==> src/lin_mode_pkg.sv <==
// constants shared by the lin transceiver mode controller and its time base
// assumes a 40 MHz system clock; all timing counts are time-base ticks
package lin_mode_pkg;

  // system clock period and time-base tick
  localparam int CLK_PERIOD_NS = 25;
  localparam int TICK_NS = 1000;
  localparam int TICK_DIV = (TICK_NS + CLK_PERIOD_NS - 1) / CLK_PERIOD_NS;

  // recessive clear time is a longest time, so the tick count rounds down
  localparam int TX_RECESSIVE_CLEAR_TIME_NS = 10000;
  localparam int TX_RECESSIVE_CLEAR_TICKS = (TX_RECESSIVE_CLEAR_TIME_NS / TICK_NS < 1) ? 1 :
                                            TX_RECESSIVE_CLEAR_TIME_NS / TICK_NS;

  // default tick counts for the timers whose values are not given
  localparam int INIT_GUARD_TICKS = 200;
  localparam int TX_DOMINANT_TICKS = 100;
  localparam int RESET_HOLD_TICKS = 50;
  localparam int CNT_W = 16;

  // positions of the synchronised pin inputs
  localparam int IN_MODE = 0;
  localparam int IN_TX = 1;
  localparam int IN_BUS = 2;
  localparam int IN_WAKE = 3;
  localparam int IN_SUPPLY = 4;
  localparam int IN_OTREC = 5;
  localparam int N_IN = 6;

  // operating modes, one-hot
  typedef enum logic [3:0] {
    MODE_INIT = 4'h1,
    MODE_NORMAL = 4'h2,
    MODE_STANDBY = 4'h4,
    MODE_SLEEP = 4'h8
  } mode_t;

endpackage

==> src/tick_divider.sv <==
// time-base divider: one-cycle tick enable every div_count clocks
// assumes a free-running clk and a synchronous active-high reset
`timescale 1ns/10ps
module tick_divider #(
  parameter int DIV_COUNT = 40,
  parameter int DIV_W = 8
) (
  // clock and reset
  input wire logic clk,
  input wire logic srst,
  // time-base enable
  output logic tick
);

  typedef struct packed {
    logic [DIV_W-1:0] cnt;
    logic tick;
  } div_t;

  div_t q;
  div_t d;

  // count down and pulse at the wrap
  always_comb begin
    d = q;
    d.tick = 1'b0;
    if (q.cnt == '0) begin
      d.cnt = DIV_W'(DIV_COUNT - 1);
      d.tick = 1'b1;
    end else begin
      d.cnt = q.cnt - 1'b1;
    end
  end

  always_ff @(posedge clk) begin
    if (srst) begin
      q <= '0;
    end else begin
      q <= d;
    end
  end

  assign tick = q.tick;
endmodule

==> src/lin_mode_ctrl.sv <==
// mode controller of a lin transceiver with built-in supply regulator
// assumes pins arrive asynchronously; supply_ok, bus_wake, bus_dominant and
// overtemp_recovered come from analogue comparators and filters outside
`timescale 1ns/10ps
module lin_mode_ctrl
  import lin_mode_pkg::*;
#(
  parameter int INIT_GUARD_TIME = INIT_GUARD_TICKS,
  parameter int TX_DOMINANT_LIMIT = TX_DOMINANT_TICKS,
  parameter int TX_RECESSIVE_CLEAR = TX_RECESSIVE_CLEAR_TICKS,
  parameter int RESET_HOLD_TIME = RESET_HOLD_TICKS,
  parameter int TICK_CYCLES = TICK_DIV
) (
  // clock and reset; reset stands for a power-up of the device
  input wire logic clk,
  input wire logic srst,
  // host pins
  input wire logic mode_request,
  input wire logic tx_in,
  output logic rx_out,
  output logic mcu_reset_release,
  // bus side
  input wire logic bus_dominant,
  input wire logic bus_wake,
  output logic bus_drive_dominant,
  output logic tx_enable,
  // regulator status
  input wire logic supply_ok,
  input wire logic overtemp_recovered,
  // status
  output mode_t mode,
  output logic tx_dominant_fail
);

  typedef struct packed {
    logic [N_IN-1:0] s1;
    logic [N_IN-1:0] s2;
    logic [N_IN-1:0] s3;
    mode_t mode;
    logic [CNT_W-1:0] guard_cnt;
    logic [CNT_W-1:0] hold_cnt;
    logic [CNT_W-1:0] dom_cnt;
    logic [CNT_W-1:0] rec_cnt;
    logic hold_done;
    logic wake_seen;
    logic tx_fail;
    logic rx;
    logic release_o;
    logic drive;
    logic tx_en;
  } state_t;

  localparam logic [CNT_W-1:0] GUARD_LAST = CNT_W'(INIT_GUARD_TIME - 1);
  localparam logic [CNT_W-1:0] HOLD_LAST = CNT_W'(RESET_HOLD_TIME - 1);
  localparam logic [CNT_W-1:0] DOM_LIMIT = CNT_W'(TX_DOMINANT_LIMIT);
  localparam logic [CNT_W-1:0] REC_LIMIT = CNT_W'(TX_RECESSIVE_CLEAR);

  state_t q;
  state_t d;
  logic tick;
  logic mr;
  logic tx;
  logic sup;
  logic wake;
  logic mr_rise;
  logic mr_fall;
  logic sup_fall;
  logic ot_rise;

  // time base
  tick_divider #(
    .DIV_COUNT(TICK_CYCLES),
    .DIV_W(CNT_W)
  ) u_tick (
    .clk(clk),
    .srst(srst),
    .tick(tick)
  );

  // synchronised levels and their edges; stage s1 feeds only s2
  assign mr = q.s2[IN_MODE];
  assign tx = q.s2[IN_TX];
  assign sup = q.s2[IN_SUPPLY];
  assign wake = q.s2[IN_WAKE];
  assign mr_rise = q.s2[IN_MODE] && !q.s3[IN_MODE];
  assign mr_fall = !q.s2[IN_MODE] && q.s3[IN_MODE];
  assign sup_fall = !q.s2[IN_SUPPLY] && q.s3[IN_SUPPLY];
  assign ot_rise = q.s2[IN_OTREC] && !q.s3[IN_OTREC];

  // next-state logic for the whole controller
  always_comb begin
    d = q;
    d.s1 = {overtemp_recovered, supply_ok, bus_wake, bus_dominant, tx_in, mode_request};
    d.s2 = q.s1;
    d.s3 = q.s2;
    if (!sup) begin
      d.hold_cnt = '0;
      d.hold_done = 1'b0;
    end else if (tick && !q.hold_done) begin
      d.hold_cnt = q.hold_cnt + 1'b1;
      d.hold_done = (q.hold_cnt == HOLD_LAST);
    end
    case (q.mode)
      MODE_INIT: begin
        // stops once supply and request are good
        if (tick && !(sup && mr)) begin
          d.guard_cnt = q.guard_cnt + 1'b1;
        end
        if (sup_fall) begin
          d.guard_cnt = '0;
        end
        if (q.hold_done && mr) begin
          d.mode = MODE_NORMAL;
          d.wake_seen = 1'b0;
        end else if (tick && !(sup && mr) && q.guard_cnt == GUARD_LAST && !sup_fall) begin
          d.mode = MODE_SLEEP;
          d.wake_seen = 1'b0;
        end
      end
      MODE_NORMAL: begin
        if (sup_fall || ot_rise) begin
          d.mode = MODE_INIT;
        end else if (mr_fall) begin
          d.mode = tx ? MODE_STANDBY : MODE_SLEEP;
        end
        if (!tx) begin
          d.rec_cnt = '0;
          if (tick && q.dom_cnt != DOM_LIMIT) begin
            d.dom_cnt = q.dom_cnt + 1'b1;
          end
          if (q.dom_cnt == DOM_LIMIT) begin
            d.tx_fail = 1'b1;
          end
        end else begin
          if (tick && q.rec_cnt != REC_LIMIT) begin
            d.rec_cnt = q.rec_cnt + 1'b1;
          end
          if (q.rec_cnt == REC_LIMIT) begin
            d.dom_cnt = '0;
            d.tx_fail = 1'b0;
          end
        end
      end
      MODE_STANDBY: begin
        if (wake) begin
          d.mode = MODE_INIT;
          d.wake_seen = 1'b1;
        end else if (sup_fall || ot_rise) begin
          d.mode = MODE_INIT;
        end else if (mr_rise) begin
          d.mode = MODE_NORMAL;
        end
      end
      MODE_SLEEP: begin
        if (wake) begin
          d.mode = MODE_INIT;
          d.wake_seen = 1'b1;
        end else if (mr_rise) begin
          // only an edge wakes, a standing level does not
          d.mode = MODE_INIT;
        end
      end
      default: begin
        d.mode = MODE_INIT;
      end
    endcase
    if (d.mode == MODE_INIT && q.mode != MODE_INIT) begin
      d.guard_cnt = '0;
    end
    if (d.mode != MODE_INIT) begin
      d.guard_cnt = '0;
    end
    if (d.mode != MODE_NORMAL) begin
      d.dom_cnt = '0;
      d.rec_cnt = '0;
      d.tx_fail = 1'b0;
    end
    d.tx_en = (d.mode == MODE_NORMAL) && !d.tx_fail;
    d.drive = d.tx_en && !tx;
    case (d.mode)
      MODE_NORMAL: d.rx = !q.s2[IN_BUS];
      MODE_INIT: d.rx = !d.wake_seen;
      default: d.rx = 1'b1;
    endcase
    // release needs hold and no sleep
    d.release_o = d.hold_done && (d.mode != MODE_SLEEP);
  end

  // state register; a power-up lands in init with the guard at zero
  always_ff @(posedge clk) begin
    if (srst) begin
      q <= '0;
      q.mode <= MODE_INIT;
      q.rx <= 1'b1;
    end else begin
      q <= d;
    end
  end

  // outputs straight from flops
  assign rx_out = q.rx;
  assign mcu_reset_release = q.release_o;
  assign bus_drive_dominant = q.drive;
  assign tx_enable = q.tx_en;
  assign mode = q.mode;
  assign tx_dominant_fail = q.tx_fail;
endmodule

==> config.mk <==
export PLATFORM = sky130hd
export DESIGN_NAME = lin_mode_ctrl
export DESIGN_NICKNAME = d
export VERILOG_FILES = /design/src/lin_mode_pkg.sv /design/src/tick_divider.sv /design/src/lin_mode_ctrl.sv
export SDC_FILE = /design/constraint.sdc
export NUM_CORES = 1
export LEC_CHECK = 0
export BUFFER_PORTS_ARGS = -buffer_cell sky130_fd_sc_hd__buf_2
export CAP_MARGIN = 5
export CORE_ASPECT_RATIO = 1.75
export CORE_MARGIN = 2
export CORE_UTILIZATION = 40
export DETAILED_ROUTE_END_ITERATION = 16
export MAX_ROUTING_LAYER = met4
export RECOVER_POWER = 100
export SETUP_SLACK_MARGIN = 0.1
export SYNTH_ARGS = -nofsm -noshare
export SYNTH_HDL_FRONTEND = slang
export SYNTH_SLANG_ARGS = --single-unit
export TNS_END_PERCENT = 1
==> constraint.sdc <==
create_clock -name clk -period 2.8 [get_ports clk]
set_input_delay 0.7 -clock clk [delete_from_list [all_inputs] [get_ports clk]]
set_output_delay 0.7 -clock clk [all_outputs]
set_load 0.01 [all_outputs]
# Word level (Yosys, flattened, before mapping)
# Index checks and enable logic that the tools add are counted.
# op_classes
n_addsub	5
eq_ne	18
muxes	31
bitwise	1
reduce_logical	39
# op_table
operator	count
$mux W16	5
$add A16 B1 Y16 const B	4
$mux W4	10
$mux W32	1
$eq A16 B4 Y1 const B	1
$eq A16 B6 Y1 const B	1
$eq A16 B7 Y1 const B	1
$eq A16 B8 Y1 const B	1
$logic_and A1 B1 Y1	16
$logic_not A16 Y1	1
$ne A16 B4 Y1 const B	1
$ne A16 B7 Y1 const B	1
$pmux W4 S4	1
$sub A16 B1 Y16 const B	1
$logic_not A1 Y1	11
$mux W1	11
$eq A4 B1 Y1 const B	2
$eq A4 B2 Y1 const B	2
$ne A4 B1 Y1 const B	2
$reduce_or A2 Y1	4
$mux W6	1
$eq A4 B3 Y1 const B	1
$eq A4 B4 Y1 const B	1
$ne A2 B1 Y1 const B	2
other kinds (9)	12
# word_totals
reg_bits	110
in_bits	8
wordCells	112

# Longest topological paths before layout
# depth
word_depth	13
ltp_mapped	9
mapped_depth_nobuf	7

# Cells and area by module
# A second synthesis with hierarchy kept.
# unflattened
cells_unflattened	532
hier_area_um2	4883.4
# modules_own_cells
mod	n_inst	cells_per_inst	area_each_um2
lin_mode_ctrl	1	454	4130.2
tick_divider	1	78	753.2

# Worst setup path before layout
# No wires, ideal clock.
# synth_path
kind	register to register
startpoint	register mode[1] (netlist name)
endpoint	register q[37] in the netlist's numbering
setup_ns	0.070
arrival_ns	2.030
setup_slack_ns	0.700
stages_incl_launch_ff	7
n_path_buf	2
synth_period_minus_slack_ns	2.100
path_cell_list	dfxtp_1 or4b_4 buf_2 a2bb2oi_2 buf_6 or4_1 a21oi_1
# synth_between
elab_chain_cells	6
# synth_lines
element	line_no	text
$mux W4	lin_mode_ctrl.sv:150	end else if (mr_rise) begin
$mux W4	lin_mode_ctrl.sv:148	end else if (sup_fall || ot_rise) begin
$mux W4	lin_mode_ctrl.sv:145	if (wake) begin
$pmux W4 S4	lin_mode_ctrl.sv:103	case (q.mode)
$ne A4 B2 Y1	lin_mode_ctrl.sv:173	if (d.mode != MODE_NORMAL) begin
$reduce_or A2 Y1 (no line)	-	
to (decl)	lin_mode_ctrl.sv:58	state_t q;
# Parallel ways exist; a longest one is shown, timed or not.
# A chain may end at the register's enable or synchronous reset.

# Worst setup path after layout
# layout_path
startpoint	register mode[1] (netlist name)
endpoint	register q[32] in the netlist's numbering
# layout_between
elab_chain_cells	6
# layout_lines
element	line_no
$mux W4	lin_mode_ctrl.sv:150
$mux W4	lin_mode_ctrl.sv:148
$mux W4	lin_mode_ctrl.sv:145
$pmux W4 S4	lin_mode_ctrl.sv:103
$ne A4 B2 Y1	lin_mode_ctrl.sv:173
$reduce_or A2 Y1 (no line)	-
# Parallel ways exist; a longest one is shown, timed or not.

==> impl_metrics.env <==
export IMPL_area_growth_pct=9.921
export IMPL_finalSetupViolCount=0
export IMPL_root_buffer="clkbuf_16"
export IMPL_cp_data_arrival_time_ns=2.84
export IMPL_drive_gt1_share_pct=5.181
export IMPL_wl_mm=10.32
export IMPL_cts_max_path_buffers=2
export IMPL_ys_types=58
export IMPL_final_util_pct=44.81
export IMPL_rsz0062_at_grt="false"
export IMPL_io_buffers=16
export IMPL_wl_per_cell_um=13.87
export IMPL_insertion_delay_ns=0.35
export IMPL_grt_pass1_wl_mm=17.44
export IMPL_yosysWarnings=0
export IMPL_yosys_area_top_type="dfxtp_1"
export IMPL_place_congestion=0.9000
export IMPL_routed_via_density=5.198
export IMPL_vias=3867
export IMPL_netlist_top_cells_area="dfxtp_1, nor2_1, xor2_1, xnor2_1, nand2_1"
export IMPL_p_leak_nw=1.755
export IMPL_nFillCells=1187
export IMPL_hold_viol_final=0
export IMPL_wl_met3_um=252
export IMPL_cts_hold_buf=0
export IMPL_fmax_ghz=0.3876
export IMPL_dr_max_layer_used="met4"
export IMPL_cts_tree="built"
export IMPL_critPathKind="reg2reg"
export IMPL_ctsResizeCount=0
export IMPL_clk_pin_slew_ns=0.07
export IMPL_grt_overflow=0
export IMPL_endpoint_kind="register"
export IMPL_status="finished, final reports clean"
export IMPL_drt_iter0_drc=144
export IMPL_rows=53
export IMPL_synth_seq_cells=107
export IMPL_avgSynthCellArea_sq_um=8.723
export IMPL_htree_levels=3
export IMPL_postSynthCellCount=561
export IMPL_required_ns=3.06
export IMPL_hp_class="reg2reg"
export IMPL_dieArea_sq_um=13170
export IMPL_clock_sinks=107
export IMPL_ant_nets=0
export IMPL_initial_core_util_pct=40.77
export IMPL_finalCritPeriodShare_pct=92.13
export IMPL_nets=591
export IMPL_vdd_drop_max_v=0.0005025
export IMPL_dr_wl_met2_mm=5.539
export IMPL_dr_pass1_iters=4
export IMPL_grt_max_degree=24
export IMPL_power_density_nw_per_um2=637.6
export IMPL_worst_slew_pin_slew_ns=1.058
export IMPL_fp_dieW_um=87.61
export IMPL_grt_use_total_pct=17.05
export IMPL_drc=0
export IMPL_synthFlopType="dfxtp_1"
export IMPL_synth_most_common_cell="dfxtp_1"
export IMPL_core_area_sq_um=12000
export IMPL_syn_nets=578
export IMPL_yosysSeqAreaShare_pct=43.77
export IMPL_antenna_found_initial=0
export IMPL_synth_edf_count=0
export IMPL_max_cap_violations=0
export IMPL_fp_dieH_um=150.3
export IMPL_tns_ns=0
export IMPL_slew_headroom_pct=29.27
export IMPL_min_period_ns=2.580
export IMPL_async_reset_ff_share_pct=0
export IMPL_antenna_cells=0
export IMPL_cts_buffers=9
export IMPL_wl_met1_mm=4.306
export IMPL_ios=17
export IMPL_start_kind="register"
export IMPL_fin_skew_ns=0.008720
export IMPL_cp_max_fo=15
export IMPL_dp_hpwl_mm=7.550
export IMPL_grt_pass1_vias=3796
export IMPL_synth_top_cell_area_share_pct=43.77
export IMPL_cts_setup_buffers=0
export IMPL_syn_area_sq_um=4893
export IMPL_maxSlewViolCount=0
export IMPL_synth_common_cells="dfxtp_1, nor2_1, nand2_1"
-- path summary, 6_finish.rpt --
| path | start | end | slack [ns] | depth (start not counted) |
|---|---|---|---|---|
| setup / recovery | mode[1] | q[32] | 0.22 | 6 |
| hold / removal | d[86] | d[80] | 0.44 | 1 |
| setup reg to reg | mode[1] | q[32] | 0.22 | 6 |
| hold reg to reg | d[86] | d[80] | 0.44 | 1 |
-- final cells by class --
type / count / area [sq um] / area share [%]
inverters: 18 / 67.56 / 1.256
clock buffers: 10 / 229.0 / 4.257
clock inverters: 6 / 65.06 / 1.210
multi-input cells: 419 / 2586 / 48.08
repair buffers: 19 / 82.58 / 1.535
well taps: 165 / 206.4 / 3.838
flip-flops and latches: 107 / 2142 / 39.82
-- cells by family (layout without fill, tap and decap cells) --
| family | after synthesis | in the layout | share of synthesized area [%] |
|---|---|---|---|
| AND/OR/NAND/NOR | 289 | 289 | 31.42 |
| flip-flops | 107 | 107 | 43.77 |
| AO/OA/AOI/OAI | 61 | 61 | 8.540 |
| XOR/XNOR | 60 | 60 | 10.74 |
| buffers and inverters | 35 | 53 | 3.221 |
| adder cells (fa/ha/maj) | 9 | 9 | 2.301 |
-- per-stage QoR --
step	hold WS [ns]	area, sq um	total power [mW]	setup WS (ns)	instances
after floorplan	0.4138	4893	2.116	0.6998	561
after global placement	0.4187	5112	2.205	0.4677	728
after detailed placement	0.4279	5112	2.216	0.3408	728
after CTS	0.4452	5406	3.480	0.3324	744
after global routing	0.4586	5379	3.612	0.08800	744
final	0.4409	5379	3.430	0.2203	744
-- metal layers --
layer	track usage (%)	vias to the layer above
li1	-	1984
met1	17.77	1809
met2	31.02	54
met3	3.235	20
met4	6.462	0
met5	-	-
-- where the power goes --
part | switching (mW) | internal (mW)
sequential | 0.0923 | 1.62
combinational | 0.248 | 0.214
clock | 0.561 | 0.696
-- sequential cells by signal (all words and copies together) (netlist names) --
signal	cells
q	69
u_tick.q	16
d	12
mode	4
bus_drive_dominant	1
mcu_reset_release	1
rx_out	1
tx_dominant_fail	1
tx_enable	1
u_tick.tick	1
-- cell usage in the layout, fill, tap and decap left out, types with 4 or more instances in the layout --
| cell | n |
|---|---|
| dfxtp_1 | 107 |
| nor2_1 | 86 |
| nand2_1 | 40 |
| xor2_1 | 36 |
| nand3_1 | 27 |
| xnor2_1 | 24 |
| a21oi_1 | 24 |
| inv_1 | 18 |
| nand4_1 | 18 |
| nor2b_1 | 18 |
| nor3_1 | 18 |
| clkbuf_1 | 13 |
| nor4_1 | 11 |
| or3_1 | 10 |
| and3_1 | 9 |
| or4_1 | 9 |
| nand2b_1 | 9 |
| ha_1 | 9 |
| clkbuf_16 | 9 |
| o31ai_1 | 7 |
| o21ai_0 | 6 |
| buf_2 | 6 |
| and4_1 | 5 |
| nor4b_1 | 4 |
-- critical path: stages (launching register included) --
cell and delay, ns:
dfxtp_1 0.47, or4b_4 0.61, o32a_1 0.40, o22a_1 0.26
inv_1 0.14, nand2_1 0.34, a21oi_1 0.25
(Power assumes the default switching activity.)
